--- config.mk ---
export PLATFORM = sky130hd
export DESIGN_NAME = gpfc_top
export DESIGN_NICKNAME = d
export VERILOG_FILES = /design/src/core/gpfc_pkg.sv /design/src/core/gpfc_top.sv
export SDC_FILE = /design/constraint.sdc
export NUM_CORES = 1
export LEC_CHECK = 0
export ABC_AREA = 1
export BUFFER_PORTS_ARGS = -buffer_cell sky130_fd_sc_hd__buf_2
export CAP_MARGIN = 20
export CORE_ASPECT_RATIO = 1.2
export CORE_UTILIZATION = 40
export CTS_BUF_LIST = sky130_fd_sc_hd__clkbuf_16
export CTS_CLUSTER_DIAMETER = 80
export CTS_CLUSTER_SIZE = 8
export DETAILED_ROUTE_END_ITERATION = 12
export GPL_TIMING_DRIVEN = 0
export PLACE_DENSITY = 0.56
export SYNTH_ARGS = -nofsm -noshare
export SYNTH_HDL_FRONTEND = slang
export SYNTH_SLANG_ARGS = --single-unit
--- constraint.sdc ---
create_clock -name clk_in -period 2.51 [get_ports clk_in]
set_input_delay 0.502 -clock clk_in [delete_from_list [all_inputs] [get_ports clk_in]]
set_output_delay 0.502 -clock clk_in [all_outputs]
set_load 0.005 [all_outputs]
--- src/core/gpfc_pkg.sv ---
// package: constants for the two-pin function control block
package gpfc_pkg;
    localparam int unsigned CLK_HZ          = 20000000;
    localparam int unsigned SLOW_HZ         = 32768;
    // 32kHz tick divider, rounded down so the tick is never slower than the slow clock
    localparam int unsigned SLOW_DIV        = CLK_HZ / SLOW_HZ;
    localparam int unsigned NPINS           = 2;
    localparam int unsigned NDSP            = 8;
    // register offsets (word index on the plain port)
    localparam logic [3:0] OFS_PIN0_CFG     = 4'h0;
    localparam logic [3:0] OFS_PIN1_CFG     = 4'h1;
    localparam logic [3:0] OFS_DBTIME       = 4'h2;
    localparam logic [3:0] OFS_IRQ_STS      = 4'h3;
    localparam logic [3:0] OFS_PRIMARY_INTERRUPT_REQUEST_MASK    = 4'h4;
    localparam logic [3:0] OFS_SECONDARY_INTERRUPT_REQUEST_MASK    = 4'h5;
    localparam logic [3:0] OFS_SEQ_STS      = 4'h6;
    // pin configuration word fields
    localparam int unsigned FLD_FN_LO       = 0;
    localparam int unsigned FLD_DIR         = 8;
    localparam int unsigned FLD_LVL         = 9;
    localparam int unsigned FLD_POL         = 10;
    localparam int unsigned FLD_DB          = 11;
    localparam int unsigned FLD_PU          = 12;
    localparam int unsigned FLD_PD          = 13;
    localparam int unsigned FLD_OD          = 14;
    // status / mask layout: [1:0] pin rise+fall, [9:2] dsp flags, [11:10] ram ready
    localparam int unsigned IRQ_W           = 12;
    localparam int unsigned IRQ_DSP_LO      = 2;
    localparam int unsigned IRQ_RAM_LO      = 10;
    // function codes
    localparam logic [6:0] FN_LEVEL         = 7'h01;
    localparam logic [6:0] FN_PRIMARY_INTERRUPT_REQUEST          = 7'h02;
    localparam logic [6:0] FN_SECONDARY_INTERRUPT_REQUEST          = 7'h03;
    localparam logic [6:0] FN_DSP_FIRST     = 7'h35;
    localparam logic [6:0] FN_DSP_LAST      = 7'h3c;
    localparam logic [6:0] FN_RAM1          = 7'h46;
    localparam logic [6:0] FN_RAM2          = 7'h47;
    // reset values: input direction, level function, de-bounce field 2 (count threshold 4, level accepted on the 5th slow tick)
    localparam logic [15:0] RST_PIN_CFG     = 16'h0101;
    localparam logic [3:0]  RST_DBTIME      = 4'h2;
    localparam logic [IRQ_W-1:0] RST_MASK   = 12'hfff;
endpackage

--- src/core/gpfc_top.sv ---
// two general-purpose pins with function select, de-bounce, edge interrupts and status outputs
//
// Local design decisions: the register addresses and the plain strobed port.
`timescale 1ns/100ps
// Operation
// - each pin follows its own function field; direction set by software to match
// - input with code 01h reads pin level, polarity ignored
// - reported input level is taken after the de-bounce stage
// - per-pin de-bounce enable, 32kHz timed, shared duration field
// - input pins raise interrupt events on rising and falling edges
// - pin interrupt bits stay latched and can drive the request outputs
// - pull-up and pull-down independent; both set disables both
// - output with code 01h drives the written level field
// - level field of an output pin reads as write-only
// - polarity bit inverts any output function
// - per-pin choice of push-pull or open-drain driver
// - de-bounced edges of an input pin with code 01h trigger the write sequencer, rising and falling separately
// - codes 02h and 03h put primary or secondary request on the pin
// - primary request always present on the dedicated interrupt pin
// - each interrupt source is maskable per request output
// - codes 35h-3Ch output DSP flags; 46h and 47h the RAM flags
// - rising edges of DSP flags and RAM-ready flags raise latched events
module gpfc_top #(
    parameter int unsigned NPINS = gpfc_pkg::NPINS,
    parameter int unsigned NDSP  = gpfc_pkg::NDSP
) (
    input  wire logic              clk_in,
    input  wire logic              nrst_in,
    input  wire logic [3:0]        addr_in,
    input  wire logic [15:0]       wdata_in,
    input  wire logic              wr_in,
    input  wire logic              rd_in,
    output logic      [15:0]       rdata_out,
    input  wire logic [NPINS-1:0]  pin_in,
    output logic      [NPINS-1:0]  pin_out,
    output logic      [NPINS-1:0]  pin_oe_out,
    output logic      [NPINS-1:0]  pull_up_out,
    output logic      [NPINS-1:0]  pull_down_out,
    input  wire logic [NDSP-1:0]   dsp_status_flag_in,
    input  wire logic [1:0]        dsp_ram_ready_in,
    output logic                   irq_pin_out,
    output logic                   secondary_irq_out,
    output logic      [NPINS-1:0]  seq_rise_trig_out,
    output logic      [NPINS-1:0]  seq_fall_trig_out
);
    localparam int unsigned IW = gpfc_pkg::IRQ_W;

    // ****************************************
    // register file
    // ****************************************
    logic [15:0]       cfg_reg [NPINS];
    logic [3:0]        dbtime_reg;
    logic [IW-1:0]     sts_reg;
    logic [IW-1:0]     mask1_reg;
    logic [IW-1:0]     mask2_reg;
    logic [IW-1:0]     evt;
    logic [NPINS-1:0]  clean_reg;

    always_ff @(posedge clk_in or negedge nrst_in) begin
        if (!nrst_in) begin
            for (int i = 0; i < NPINS; i++) begin
                cfg_reg[i] <= gpfc_pkg::RST_PIN_CFG;
            end
            dbtime_reg <= gpfc_pkg::RST_DBTIME;
            mask1_reg  <= gpfc_pkg::RST_MASK;
            mask2_reg  <= gpfc_pkg::RST_MASK;
        end else if (wr_in) begin
            unique case (addr_in)
                gpfc_pkg::OFS_PIN0_CFG:  cfg_reg[0] <= {1'b0, wdata_in[14:0]};
                gpfc_pkg::OFS_PIN1_CFG:  cfg_reg[1] <= {1'b0, wdata_in[14:0]};
                gpfc_pkg::OFS_DBTIME:    dbtime_reg <= wdata_in[3:0];
                gpfc_pkg::OFS_PRIMARY_INTERRUPT_REQUEST_MASK: mask1_reg  <= wdata_in[IW-1:0];
                gpfc_pkg::OFS_SECONDARY_INTERRUPT_REQUEST_MASK: mask2_reg  <= wdata_in[IW-1:0];
                default: ;
            endcase
        end
    end

    // sticky status; a new event wins over a clearing write in the same cycle
    always_ff @(posedge clk_in or negedge nrst_in) begin
        if (!nrst_in) begin
            sts_reg <= '0;
        end else begin
            sts_reg <= (sts_reg & ~((wr_in && addr_in == gpfc_pkg::OFS_IRQ_STS) ? wdata_in[IW-1:0] : '0))
                       | evt;
        end
    end

    // read mux; level bit of an output pin reads zero
    logic [15:0] rd_mux;
    always_comb begin
        rd_mux = 16'h0000;
        unique case (addr_in)
            gpfc_pkg::OFS_PIN0_CFG,
            gpfc_pkg::OFS_PIN1_CFG: begin
                rd_mux = cfg_reg[addr_in[0]];
                rd_mux[gpfc_pkg::FLD_LVL] = cfg_reg[addr_in[0]][gpfc_pkg::FLD_DIR]
                                            & clean_reg[addr_in[0]];
            end
            gpfc_pkg::OFS_DBTIME:    rd_mux = {12'h000, dbtime_reg};
            gpfc_pkg::OFS_IRQ_STS:   rd_mux = {4'h0, sts_reg};
            gpfc_pkg::OFS_PRIMARY_INTERRUPT_REQUEST_MASK: rd_mux = {4'h0, mask1_reg};
            gpfc_pkg::OFS_SECONDARY_INTERRUPT_REQUEST_MASK: rd_mux = {4'h0, mask2_reg};
            gpfc_pkg::OFS_SEQ_STS:   rd_mux = {14'h0000, clean_reg};
            default:                 rd_mux = 16'h0000;
        endcase
    end

    always_ff @(posedge clk_in or negedge nrst_in) begin
        if (!nrst_in) begin
            rdata_out <= 16'h0000;
        end else begin
            rdata_out <= rd_in ? rd_mux : 16'h0000;
        end
    end

    // ****************************************
    // slow tick and input synchronisers
    // ****************************************
    logic [15:0] div_reg;
    logic        tick_reg;
    always_ff @(posedge clk_in or negedge nrst_in) begin
        if (!nrst_in) begin
            div_reg  <= 16'h0000;
            tick_reg <= 1'b0;
        end else begin
            tick_reg <= (div_reg == 16'(gpfc_pkg::SLOW_DIV - 1));
            div_reg  <= (div_reg == 16'(gpfc_pkg::SLOW_DIV - 1)) ? 16'h0000 : div_reg + 16'h0001;
        end
    end

    logic [NPINS-1:0] pin_s1_reg, pin_s2_reg;
    logic [NDSP-1:0]  dsp_s1_reg, dsp_s2_reg, dsp_d_reg;
    logic [1:0]       ram_s1_reg, ram_s2_reg, ram_d_reg;
    always_ff @(posedge clk_in or negedge nrst_in) begin
        if (!nrst_in) begin
            pin_s1_reg <= '0;
            pin_s2_reg <= '0;
            dsp_s1_reg <= '0;
            dsp_s2_reg <= '0;
            dsp_d_reg  <= '0;
            ram_s1_reg <= '0;
            ram_s2_reg <= '0;
            ram_d_reg  <= '0;
        end else begin
            pin_s1_reg <= pin_in;
            pin_s2_reg <= pin_s1_reg;
            dsp_s1_reg <= dsp_status_flag_in;
            dsp_s2_reg <= dsp_s1_reg;
            dsp_d_reg  <= dsp_s2_reg;
            ram_s1_reg <= dsp_ram_ready_in;
            ram_s2_reg <= ram_s1_reg;
            ram_d_reg  <= ram_s2_reg;
        end
    end

    // ****************************************
    // per-pin de-bounce, edges and drivers
    // ****************************************
    logic [NPINS-1:0] rise, fall;
    logic [NPINS-1:0] pin_evt;
    logic [NPINS-1:0] fn_val;
    logic             primary_interrupt_request_lvl, secondary_interrupt_request_lvl;

    assign primary_interrupt_request_lvl = |(sts_reg & mask1_reg);
    assign secondary_interrupt_request_lvl = |(sts_reg & mask2_reg);

    genvar g;
    generate
        for (g = 0; g < NPINS; g++) begin : g_pin
            logic [6:0]  fn;
            logic        is_in;
            logic [15:0] cnt_reg;
            logic        prev_reg;

            assign fn    = cfg_reg[g][gpfc_pkg::FLD_FN_LO +: 7];
            assign is_in = cfg_reg[g][gpfc_pkg::FLD_DIR];

            // count slow ticks while the raw level differs from the accepted level
            always_ff @(posedge clk_in or negedge nrst_in) begin
                if (!nrst_in) begin
                    cnt_reg   <= 16'h0000;
                    clean_reg[g] <= 1'b0;
                end else if (!cfg_reg[g][gpfc_pkg::FLD_DB]) begin
                    cnt_reg   <= 16'h0000;
                    clean_reg[g] <= pin_s2_reg[g];
                end else if (pin_s2_reg[g] == clean_reg[g]) begin
                    cnt_reg   <= 16'h0000;
                end else if (tick_reg) begin
                    if (cnt_reg >= (16'h0001 << dbtime_reg)) begin
                        clean_reg[g] <= pin_s2_reg[g];
                        cnt_reg   <= 16'h0000;
                    end else begin
                        cnt_reg   <= cnt_reg + 16'h0001;
                    end
                end
            end

            always_ff @(posedge clk_in or negedge nrst_in) begin
                if (!nrst_in) begin
                    prev_reg <= 1'b0;
                end else begin
                    prev_reg <= clean_reg[g];
                end
            end

            assign rise[g]    = is_in & clean_reg[g] & ~prev_reg;
            assign fall[g]    = is_in & ~clean_reg[g] & prev_reg;
            assign pin_evt[g] = rise[g] | fall[g];

            always_comb begin
                fn_val[g] = 1'b0;
                if (fn == gpfc_pkg::FN_LEVEL) begin
                    fn_val[g] = cfg_reg[g][gpfc_pkg::FLD_LVL];
                end else if (fn == gpfc_pkg::FN_PRIMARY_INTERRUPT_REQUEST) begin
                    fn_val[g] = primary_interrupt_request_lvl;
                end else if (fn == gpfc_pkg::FN_SECONDARY_INTERRUPT_REQUEST) begin
                    fn_val[g] = secondary_interrupt_request_lvl;
                end else if (fn >= gpfc_pkg::FN_DSP_FIRST && fn <= gpfc_pkg::FN_DSP_LAST) begin
                    fn_val[g] = dsp_s2_reg[3'(fn - gpfc_pkg::FN_DSP_FIRST)];
                end else if (fn == gpfc_pkg::FN_RAM1 || fn == gpfc_pkg::FN_RAM2) begin
                    fn_val[g] = ram_s2_reg[fn[0]];
                end
            end

            always_ff @(posedge clk_in or negedge nrst_in) begin
                if (!nrst_in) begin
                    pin_out[g]       <= 1'b0;
                    pin_oe_out[g]    <= 1'b0;
                    pull_up_out[g]   <= 1'b0;
                    pull_down_out[g] <= 1'b0;
                    seq_rise_trig_out[g] <= 1'b0;
                    seq_fall_trig_out[g] <= 1'b0;
                end else begin
                    // open drain only pulls low; a high level releases the pin
                    pin_out[g]    <= fn_val[g] ^ cfg_reg[g][gpfc_pkg::FLD_POL];
                    pin_oe_out[g] <= ~is_in & (~cfg_reg[g][gpfc_pkg::FLD_OD]
                                     | ~(fn_val[g] ^ cfg_reg[g][gpfc_pkg::FLD_POL]));
                    pull_up_out[g]   <= cfg_reg[g][gpfc_pkg::FLD_PU] & ~cfg_reg[g][gpfc_pkg::FLD_PD];
                    pull_down_out[g] <= cfg_reg[g][gpfc_pkg::FLD_PD] & ~cfg_reg[g][gpfc_pkg::FLD_PU];
                    seq_rise_trig_out[g] <= rise[g] & (fn == gpfc_pkg::FN_LEVEL);
                    seq_fall_trig_out[g] <= fall[g] & (fn == gpfc_pkg::FN_LEVEL);
                end
            end
        end
    endgenerate

    assign evt = {ram_s2_reg & ~ram_d_reg, dsp_s2_reg & ~dsp_d_reg, pin_evt};

    always_ff @(posedge clk_in or negedge nrst_in) begin
        if (!nrst_in) begin
            irq_pin_out       <= 1'b0;
            secondary_irq_out <= 1'b0;
        end else begin
            irq_pin_out       <= primary_interrupt_request_lvl;
            secondary_irq_out <= secondary_interrupt_request_lvl;
        end
    end
endmodule

# Word-level counts from Yosys, hierarchy flattened

Index checks and enable logic that the tools add are counted.

Order comparisons: 12
Add/sub/neg operators: 5
Bitwise operators: 49
Div/mod/pow operators: 0
Multiplexer cells: 43
Reductions and logical operators: 16
Multiply operators: 0
Shifts and indexed selects: 1
Equal/unequal tests: 27

Operators with widths:

| cell                                                               | count |
|---|---|
| 2-to-1 mux 16 bit                                                  | 12 |
| one-hot mux 16 bit (6 select lines)                                | 1 |
| adder 16 x 1 -> 16 bit (second input constant)                     | 3 |
| bitwise AND 12 bit                                                 | 3 |
| greater-or-equal comparator 16 bit                                 | 2 |
| equality test 7 x 2 -> 1 bit (second input constant)               | 4 |
| equality test 7 bit (second input constant)                        | 4 |
| 2-to-1 mux 1 bit                                                   | 26 |
| OR reduction 12 bit                                                | 2 |
| bitwise AND 1 bit                                                  | 19 |
| equality test 16 x 10 -> 1 bit (second input constant)             | 1 |
| << shifter 1 x 4 -> 16 bit (first input constant)                  | 1 |
| 2-to-1 mux 15 bit                                                  | 1 |
| equality test 7 x 1 -> 1 bit (second input constant)               | 2 |
| greater-or-equal comparator 7 x 6 -> 1 bit (second input constant) | 2 |
| <= comparator 7 x 6 -> 1 bit (second input constant)               | 2 |
| NOT 1 bit                                                          | 14 |
| equality test 4 x 3 -> 1 bit (second input constant)               | 3 |
| 2-to-1 mux 12 bit                                                  | 1 |
| NOT 12 bit                                                         | 1 |
| OR 12 bit                                                          | 1 |
| AND reduction 2 bit                                                | 5 |
| bitwise AND 8 bit                                                  | 1 |
| equality test 4 x 2 -> 1 bit (second input constant)               | 2 |
| other kinds (21)                                                   | 40 |

Output and inout port bits: 30
Memory bits (read-only): 0
Memories kept: 0
Logic and storage cells: 190
Bits of input ports: 36
Bits in latches: 0
Register bits: 187
RAM bits: 0

# Longest topological paths before layout

Gate-level depths: netlist (run 1).

Depth in word-level cells: 11
Gate-level depth with buffers: 18

# Worst setup path before layout (run 1)

Ideal clock, no wire load.

Path type: register to register
From: reg dbtime_reg[1]
To: reg g_pin[0].cnt_reg[11]
Path buffers: 2
Cell stages (with the launch flop): 14
Clock period less this slack: 2.337 ns
Setup slack: 0.173 ns
Arrival time: 2.208 ns
Required time: 2.381 ns
Library setup time: 0.129 ns
Path through: dfstp_2 clkbuf_1 nand4_1 ha_1 nand2_1 inv_1 nand3_1 nor3_1 o21ai_0 nand3_1 nor2_1 nand2_1 buf_2 o22ai_1

Cells in the longest elaborated chain, start to end: 6

Ends and longest elaborated chain:

| element                            | line            | source |
|---|---|---|
| from (decl)                        | gpfc_top.sv:52  | `logic [3:0] dbtime_reg;` |
| from (signal assigned)             | gpfc_top.sv:64  | `dbtime_reg <= gpfc_pkg::RST_DBTIME;` |
| from (signal assigned)             | gpfc_top.sv:71  | `gpfc_pkg::OFS_DBTIME: dbtime_reg <= wdata_in[3:0];` |
| << shifter 1 x 4 -> 16 bit         | gpfc_top.sv:190 | `if (cnt_reg >= (16'h0001 << dbtime_reg)) begin` |
| greater-or-equal comparator 16 bit | gpfc_top.sv:190 |  |
| 2-to-1 mux 16 bit                  | gpfc_top.sv:190 |  |
| 2-to-1 mux 16 bit                  | gpfc_top.sv:189 | `end else if (tick_reg) begin` |
| 2-to-1 mux 16 bit                  | gpfc_top.sv:187 | `end else if (pin_s2_reg[g] == clean_reg[g]) begin` |
| 2-to-1 mux 16 bit                  | gpfc_top.sv:184 | `end else if (!cfg_reg[g][gpfc_pkg::FLD_DB]) begin` |
| to (signal assigned)               | gpfc_top.sv:194 | `cnt_reg <= cnt_reg + 16'h0001;` |
| to (decl)                          | gpfc_top.sv:173 | `logic [15:0] cnt_reg;` |

Every way passes these cells. The select of a mux whose other input is x is not followed.
A chain may end at the register's enable or synchronous reset.

# Worst setup path in the final report (run 1)

From: reg dbtime_reg[1]
To: reg g_pin[1].cnt_reg[3]

Cells in the longest elaborated chain, start to end: 6

Ends and longest elaborated chain:

| element                            | line |
|---|---|
| << shifter 1 x 4 -> 16 bit         | gpfc_top.sv:190 |
| greater-or-equal comparator 16 bit | gpfc_top.sv:190 |
| 2-to-1 mux 16 bit                  | gpfc_top.sv:190 |
| 2-to-1 mux 16 bit                  | gpfc_top.sv:189 |
| 2-to-1 mux 16 bit                  | gpfc_top.sv:187 |
| 2-to-1 mux 16 bit                  | gpfc_top.sv:184 |
| to (signal assigned)               | gpfc_top.sv:194 |
| to (decl)                          | gpfc_top.sv:173 |

Every way passes these cells. The select of a mux whose other input is x is not followed.

==> reports/results.ini, run 1 <==
[final_layout]
fin_nets = 1246
final_area_um2 = 10800
antenna_cells = 0
fin_util = 0.479
syn_to_final_growth_pct = 16.7
drive_above_1_share = 0.172
largest_reg_flops = 32

[pwr]
peakVddDrop_mv = 0.484
power_mw = 8.07
p_leak_nw = 5.09
powerDensity_nw_per_um2 = 745

[clocking]
holdBufCountCts = 0
clk_pin_slew_ns = 0.07
cts_buffers = 17
cts_sinks = 186
cts-root-buf = clkbuf_16
insertion_delay_ns = 0.44
htree_levels = 4
cts_tree = built
cts.path.max_buffers = 2

[worst_hold_path]
hold_path_class = input port to async pin

[synthesis]
yosys.area_share.xor_xnor = 0.0283
synth_seq_cells = 186
synth_cell_types = 48
yosys.area.top_type = dfrtp_1
ys_warn_count = 0
ys_top_cells_by_area = dfrtp_1 42%, nand2_1 9.6%, dfstp_2 8.2%
synth-main-ff-cell = dfrtp_1
synth_top_area_frac = 0.423
yosys-top-cells-count = 237 x nand2_1, 157 x dfrtp_1, 134 x inv_1
netlist_area_um2 = 9280
syn_avg_cell_area_um2 = 8.67
ys_seq_area_frac = 0.506
yosysMostFrequentCell = nand2_1
synth_nets = 1152
synth_top_family_by_area = simple AND/OR/NAND/NOR gates
synth-simple-area-share = 0.209
synthArstFlopShare = 1.00
synthCells = 1070
synth-compound-area-share = 0.125
synth_edf_count = 0
synthMuxAreaShare = 0
yosys.area_share.adder = 0.0620

[timing]
setup_viol = 0
hold_violations = 0
slew_headroom = 0.597
max_slew.worst_pin.slew_ns = 0.604
fin_crit_sh = 0.978
fin_crit_ns = 2.45
skew_ns = 0.0116
post-route-worst-setup-slack_ns = 0.0552
fmax_ghz = 0.407
drv_slew = 0
grt_setup_unrepaired = yes

[die]
die_w_um = 141
die_y_um = 169
io_pins = 66
rows = 60
initial_core_util = 0.411
die_area_um2 = 23800
core_region_area_um2 = 22600

[critical_path]
required_ns = 2.86
end_kind = flop
path_buf_inv = 4
critPathMaxStageDelay_ns = 0.57
crit_slowest_cell = dfstp_2
crit_fanout = 10
path_cells = clkinvlp_4 > nand4_1 > ha_1 > nand2_1 > inv_1 > o21ai_1 > nand2_1 > a21oi_2 > nand4_1 > nor2_2 > inv_2 > buf_6 > o22ai_1
critPathTopFamily = simple AND/OR/NAND/NOR gates
cp.arrival_ns = 2.81
worstSetupPathType = flop to flop
crit_path_start_kind = flop

[placed_design]
gp_congestion = 0.845
dp_slack_ns = -0.382
dpl.hpwl_mm = 17.6
place_area_um2 = 10000
io_buffers = 63

[global_route]
grt_max_degree = 120
grt_use_total = 0.214
grt_overflow_total = 0
grt_antenna_before_repair = 0
grt_pass1_vias = 7281
grt_pass1_wl_mm = 38.5

[run]
cap_violations = 0

[drt]
dr.pass1.iters = 5
vias = 7526
drtIter0Drc = 501
drc = 0
ant_nets = 0
via_per_inst = 5.06
routed_wl_mm = 24.2
wl_per_cell_um = 16.3

[run_status]
outcome = finished, final reports clean

-- placed cells by master, fill, tap and decap left out, drive strengths merged, types with 7 or more instances in the layout --
master  synthesis  final
xor2           25     25
a211oi          7      7
inv           140    145
clkbuf         21     37
dfstp          29     29
buf             7     83
dfrtp         157    157
o22ai          20     20
ha             46     46
o21ai         121    121
a21oi          40     40
nand2         240    240
nor3           17     17
nand3          51     51
nand4          30     30
nor4            8      8
nor2           77     77
-- logic make-up (layout without fill, tap and decap cells) --
logic type,Yosys count,after routing
AO/OA/AOI/OAI,209,209
XOR/XNOR,30,30
adder cells (fa/ha/maj),46,46
buffers and inverters,169,276
flip-flops,186,186
other,1,1
AND/OR/NAND/NOR,429,429
-- per-layer routing --
layer  track usage  share of wire  vias up
li1              -              -     3721
met1         0.265           0.43     3586
met2         0.371           0.51      182
met3        0.0371          0.042       37
met4        0.0818          0.025        0
met5             0              0        -
-- final timing paths --
kind,startpoint,to,slack [ns],cells past startpoint
setup / recovery,dbtime_reg[1],g_pin[1].cnt_reg[3],0.06,13
hold / removal,nrst_in,g_pin[0].cnt_reg[9],0.0006,1
setup reg to reg,dbtime_reg[1],g_pin[1].cnt_reg[3],0.06,13
hold reg to reg,dsp_s1_reg[0],dsp_s2_reg[0],0.35,0
max in group asynchronous,nrst_in,cfg_reg[23],1.54,2
min in group clk_in,dsp_status_flag_in[6],dsp_s1_reg[6],0.16,1
-- per-stage QoR --
stage | cells | hold slack [ns] | setup TNS (ns)
6_report | 1487 | 0.000570 | 0
5_1_grt | 1487 | 0.0322 | -0.782
4_1_cts | 1477 | 0.0225 | 0
3_5_place_dp | 1444 | 0.336 | -7.45
3_3_place_gp | 1443 | 0.331 | -387.83
2_1_floorplan | 1070 | 0.206 | 0
-- power by group --
group          switching [mW]  total [mW]  internal, mW
clock network            1.27        2.78          1.51
registers               0.275        3.67          3.39
logic                    1.02        1.62         0.609
-- worst reg2reg max path, cell delays in order, from the launching register on --
cell        delay, ns
dfstp_2          0.57
clkinvlp_4       0.18
nand4_1          0.20
ha_1             0.28
nand2_1          0.07
inv_1            0.03
o21ai_1          0.10
nand2_1          0.08
a21oi_2          0.12
nand4_1          0.16
nor2_2           0.20
inv_2            0.10
buf_6            0.15
o22ai_1          0.13
-- layout make-up --
type / instances / area (um2)
plain buffers: 27 / 145
clock buffers: 17 / 425
clock inverters: 15 / 175
fillers: 2175 / 11800
inverters: 141 / 541
multi-input cells: 715 / 4020
flip-flops and latches: 186 / 4690
well taps: 310 / 388
repair buffers: 76 / 443
-- what timing repair did --
item                       in CTS  in global routing
setup endpoints to repair      31                 29
resized for setup              13                 29
setup buffers                   1                 11
pin swaps                       3                 12
(Power assumes the default switching activity.)
==> run 2: changes to the inputs <==
--- a/config.mk
+++ b/config.mk
@@ -8,13 +8,14 @@
 export ABC_AREA = 1
 export BUFFER_PORTS_ARGS = -buffer_cell sky130_fd_sc_hd__buf_2
 export CAP_MARGIN = 20
-export CORE_ASPECT_RATIO = 1.2
+export CORE_ASPECT_RATIO = 0.6
 export CORE_UTILIZATION = 40
 export CTS_BUF_LIST = sky130_fd_sc_hd__clkbuf_16
 export CTS_CLUSTER_DIAMETER = 80
 export CTS_CLUSTER_SIZE = 8
 export DETAILED_ROUTE_END_ITERATION = 12
 export GPL_TIMING_DRIVEN = 0
+export HOLD_SLACK_MARGIN = 0.12
 export PLACE_DENSITY = 0.56
 export SYNTH_ARGS = -nofsm -noshare
 export SYNTH_HDL_FRONTEND = slang
==> reports/results.ini, run 2 (synthesis results as in run 1) <==
[run_status]
outcome = finished, final reports clean

[drt]
ant_nets = 0
vias = 7506
via_per_inst = 5.03
routed_wl_mm = 25.3
drc = 0
wl_per_cell_um = 17.0
drtIter0Drc = 630
dr.pass1.iters = 5

[placed_design]
dp_slack_ns = -0.344
place_inst = 1442
io_buffers = 63
dpl.hpwl_mm = 18.6
gp_congestion = 0.899
place_area_um2 = 10000

[global_route]
grt_overflow_total = 0
grt_use_total = 0.226
grt_max_degree = 122
grt_pass1_vias = 6931
grt_antenna_before_repair = 1
grt_pass1_wl_mm = 40.0

[timing]
hold_violations = 0
holdWs_ns = 0.152
setup_viol = 0
fin_crit_sh = 0.940
drv_slew = 0
fmax_ghz = 0.424
max_slew.worst_pin.slew_ns = 0.684
fin_crit_ns = 2.36
post-route-worst-setup-slack_ns = 0.151
slew_headroom = 0.539
fin_setup_tns_ns = 0
skew_ns = 0.00738

[pwr]
p_leak_nw = 5.10
powerDensity_nw_per_um2 = 744
peakVddDrop_mv = 0.483

[critical_path]
worstSetupPathType = flop to flop
crit_path_start = cfg_reg[16]
r2r.worst_path.cells = 15
crit_fanout = 6
cp_common_cell = nand2_1
path_buf_inv = 3
critPathTopFamily = simple AND/OR/NAND/NOR gates
worst-path-stages = 15
path_cells = clkinvlp_4 > ha_1 > inv_1 > a21oi_1 > o21ai_0 > nand3_1 > nand3_1 > nand2_1 > nand3_1 > nand2_1 > nand2_1 > nand2_1 > nand3_1 > nand2_1 > inv_1
r2r_start = cfg_reg[16]
crit_path_start_kind = flop
required_ns = 2.86
end_kind = flop
cp.arrival_ns = 2.71
crit_slowest_cell = dfstp_2
critPathMaxStageDelay_ns = 0.63

[final_layout]
fin_nets = 1250
layout.cells.non_filler = 1491
seqCellArea_um2 = 4690
drive_above_1_share = 0.171
fill_cells = 2156
largest_reg_flops = 32
final_area_um2 = 10800
multi_input_area_um2 = 4010
syn_to_final_growth_pct = 16.9
final_cell_mix = 235 x nand2_1, 157 x dfrtp_1, 132 x inv_1
final_common_cell = nand2_1

[clocking]
insertion_delay_ns = 0.45
cts.path.max_buffers = 2
cts-root-buf = clkbuf_16
clk_pin_slew_ns = 0.08
htree_levels = 4
cts_buffers = 17
cts_tree = built
cts_sinks = 186

[die]
io_pins = 66
die_area_um2 = 23800
core_region_area_um2 = 22400
die_w_um = 199
initial_core_util = 0.414
die_y_um = 120
rows = 42

[worst_hold_path]
hold_path_class = input port to flop
hold_path_depth = 1
holdCritStartpoint = dsp_ram_ready_in[0]

[run]
cap_violations = 0

run 2: layer usage:
metal,GRT usage,up-vias,wire [um]
met5,0,-,0
met2,0.273,218,9320
met4,0.0514,0,208
met3,0.0739,16,2450
met1,0.369,3526,13300
li1,-,3746,-
run 2: path summary, 6_finish.rpt:
kind | end | slack (ns)
min | ram_s1_reg[0] | 0.15
max in group asynchronous | dsp_d_reg[0] | 0.92
max | pin_oe_out[0] | 0.15
min in group asynchronous | g_pin[1].cnt_reg[10] | 0.60
max reg2reg | pin_oe_out[0] | 0.15
min reg2reg | ram_s2_reg[0] | 0.35
run 2: stage by stage:
stage	util	power (mW)
floorplan	-	4.62
global placement	0.446	5.15
detailed placement	0.447	5.18
CTS	0.477	8.02
global route	0.484	8.55
finish	0.484	8.07
run 2: power breakdown:
part           internal [mW]  switching, mW  total, mW
clock                   1.43           1.33       2.76
combinational          0.603           1.05       1.65
sequential              3.39          0.270       3.66
total                   5.42           2.65       8.07
run 2: cell type report:
| type | count | share of cell area |
|---|---|---|
| repair buffers | 81 | 0.0449 |
| flip-flops and latches | 186 | 0.433 |
| clock inverters | 15 | 0.0162 |
| well taps | 308 | 0.0355 |
| multi-input cells | 715 | 0.370 |
| plain buffers | 26 | 0.0119 |
| inverters | 141 | 0.0495 |
| diodes | 2 | 0.000461 |
| clock buffers | 17 | 0.0392 |
run 2: timing repair:
action,4_1_cts,5_1_grt
gates cloned,0,1
buffers inserted,3,12
pin swaps,1,7
hold buffers,1,0
gates resized for setup,13,20
setup endpoints to repair,31,27
hold endpoints to repair,64,0
==> run 3: changes to the inputs <==
--- a/config.mk
+++ b/config.mk
@@ -5,7 +5,7 @@
 export SDC_FILE = /design/constraint.sdc
 export NUM_CORES = 1
 export LEC_CHECK = 0
-export ABC_AREA = 1
+export ABC_AREA = 0
 export BUFFER_PORTS_ARGS = -buffer_cell sky130_fd_sc_hd__buf_2
 export CAP_MARGIN = 20
 export CORE_ASPECT_RATIO = 0.6
==> reports/results.ini, run 3 <==
[global_route]
grt_antenna_before_repair = 0
grt_max_degree = 100
grt_use_total = 0.221
grt_pass1_vias = 6645
grt_overflow_total = 0
grt_pass1_wl_mm = 38.9

[critical_path]
cp.arrival_ns = 2.95
crit_path_start = dbtime_reg[1]
crit_path_start_kind = flop
cp-endpoint = g_pin[0].cnt_reg[8]
worstSetupPathType = flop to flop
crit_fanout = 5
end_kind = flop
r2r-end = g_pin[0].cnt_reg[8]
worst-path-stages = 10
path_cells = nor2b_4 > nand3_4 > ha_4 > a21oi_1 > nor2_2 > a211oi_4 > a2bb2oi_4 > nand3_4 > clkbuf_16 > o22ai_2
critPathTopFamily = compound AO/OA/AOI/OAI gates
path_buf_inv = 1
r2r.worst_path.cells = 10
critPathMaxStageDelay_ns = 0.62
required_ns = 2.87
rrSetupSlack_ns = -0.08
cp_common_cell = nand3_4
r2r_start = dbtime_reg[1]
crit_slowest_cell = dfstp_2

[placed_design]
gp_congestion = 0.906
dpl.hpwl_mm = 18.2
place_area_um2 = 10000
io_buffers = 62
dp_slack_ns = -0.622

[final_layout]
final_common_cell = dfrtp_1
antenna_cells = 0
final_area_um2 = 11500
fin_nets = 1047
largest_reg_flops = 32
final_cell_mix = 156 x dfrtp_1, 95 x nand2_1, 71 x buf_2
syn_to_final_growth_pct = 23.6
fill_cells = 2028
fin_util = 0.513
drive_above_1_share = 0.324

[timing]
fin_crit_ns = 2.59
max_slew.worst_pin.slew_ns = 0.793
setup_viol = 17
skew_ns = 0.0166
hold_violations = 0
fin_setup_tns_ns = -0.308
drv_slew = 0
fmax_ghz = 0.386
slew_headroom = 0.471
grt_setup_unrepaired = yes
post-route-worst-setup-slack_ns = -0.0778
fin_crit_sh = 1.03

[run_status]
violations = negative setup slack
outcome = finished with violations

[synthesis]
synth_nets = 933
synthCells = 851
ys_top_cells_by_area = dfrtp_1 42%, dfstp_2 8.2%, ha_1 6.2%
synth-main-ff-cell = dfrtp_1
synth_edf_count = 0
yosys.area.top_type = dfrtp_1
synthArstFlopShare = 1.00
synth_seq_cells = 186
ys_seq_area_frac = 0.505
syn_avg_cell_area_um2 = 10.9
synth_top_area_frac = 0.423
yosys-top-cells-count = 157 x dfrtp_1, 97 x nand2_1, 51 x mux2_2
ys_warn_count = 0
yosysMostFrequentCell = dfrtp_1
synth_cell_types = 66
netlist_area_um2 = 9290

[drt]
routed_wl_mm = 25.6
drc = 0
via_per_inst = 5.55
dr.pass1.iters = 5
vias = 7140
wl_per_cell_um = 19.9
ant_nets = 0
drtIter0Drc = 688

[clocking]
cts_tree = built
cts_sinks = 186
cts.path.max_buffers = 2
clk_pin_slew_ns = 0.07
cts_buffers = 17
htree_levels = 4
cts-root-buf = clkbuf_16
insertion_delay_ns = 0.44

[worst_hold_path]
hold_path_class = input port to flop

[die]
rows = 42
die_y_um = 120
die_w_um = 199
die_area_um2 = 23800
initial_core_util = 0.415
io_pins = 66
core_region_area_um2 = 22400

[pwr]
p_leak_nw = 4.85
powerDensity_nw_per_um2 = 744
power_mw = 8.54
peakVddDrop_mv = 0.459

[run]
cap_violations = 0

[run 3: cell count changes after synthesis, sizes merged, moves of 12 or more]
cell   delta
a22oi    +16
buf      +13
a21oi    -18
o21ai    -97
nand4    -17
mux2     +58
nand2   -143
nor2b    +12
nor2     -42
a31oi    +22
inv     -101
xor2     -17
[run 3: power breakdown]
part           total, mW  leakage (nW)  switching (mW)  internal, mW
Sequential          3.72          2.26           0.301          3.42
Clock               2.42         0.258            1.17          1.25
Combinational       2.40          2.33            1.27          1.13
Total               8.54          4.85            2.74          5.80
[run 3: worst min path at each step]
stage,startpoint,end,slack [ns],depth (start not counted)
finish,dsp_ram_ready_in[1],ram_s1_reg[1],0.16,1
global route,dsp_status_flag_in[2],dsp_s1_reg[2],0.14,1
CTS,dsp_status_flag_in[2],dsp_s1_reg[2],0.14,1
detailed placement,dsp_s1_reg[0],dsp_s2_reg[0],0.34,0
global placement,pin_s1_reg[0],pin_s2_reg[0],0.34,0
floorplan,nrst_in,cfg_reg[10],0.21,0
[run 3: kinds of logic (layout without fill, tap and decap cells)]
logic type / after synthesis / in the layout / synth area share
AO/OA/AOI/OAI: 164 / 164 / 0.127
XOR/XNOR: 23 / 23 / 0.0217
adder cells (fa/ha/maj): 46 / 46 / 0.0620
buffers and inverters: 78 / 205 / 0.0362
flip-flops: 186 / 186 / 0.505
multiplexers: 72 / 72 / 0.0908
other: 1 / 1 / 0.000404
AND/OR/NAND/NOR: 281 / 281 / 0.157
[run 3: per-layer routing]
metal	wire [um]	GRT usage	vias to the layer above
li1	-	-	3362
met1	13400	0.356	3523
met2	9570	0.264	231
met3	2310	0.0821	24
met4	335	0.0587	0
met5	0	0	-
[run 3: repair_timing]
item / in CTS / in global routing
cloned: 0 / 1
hold endpoints to repair: 15 / 0
setup buffers: 21 / 11
resized for setup: 38 / 69
hold buffers: 1 / 0
pin swaps: 11 / 32
setup endpoints to repair: 36 / 37
[run 3: area by class of cell]
class                   instances  area [um2]  area share
plain buffers                  37         229      0.0200
clock buffers                  17         425      0.0371
clock inverters                15        93.8     0.00818
inverters                      39         146      0.0128
multi-input cells             587        4820       0.420
flip-flops and latches        186        4690       0.409
well taps                     308         385      0.0336
repair buffers                 97         686      0.0598
[run 3: through the flow]
| stage | cells | hold WS, ns |
|---|---|---|
| 3_3_place_gp | 1221 | 0.335 |
| 6_report | 1286 | 0.163 |
| 3_5_place_dp | 1222 | 0.337 |
| 4_1_cts | 1274 | 0.142 |
| 5_1_grt | 1286 | 0.144 |
| 2_1_floorplan | 851 | 0.206 |
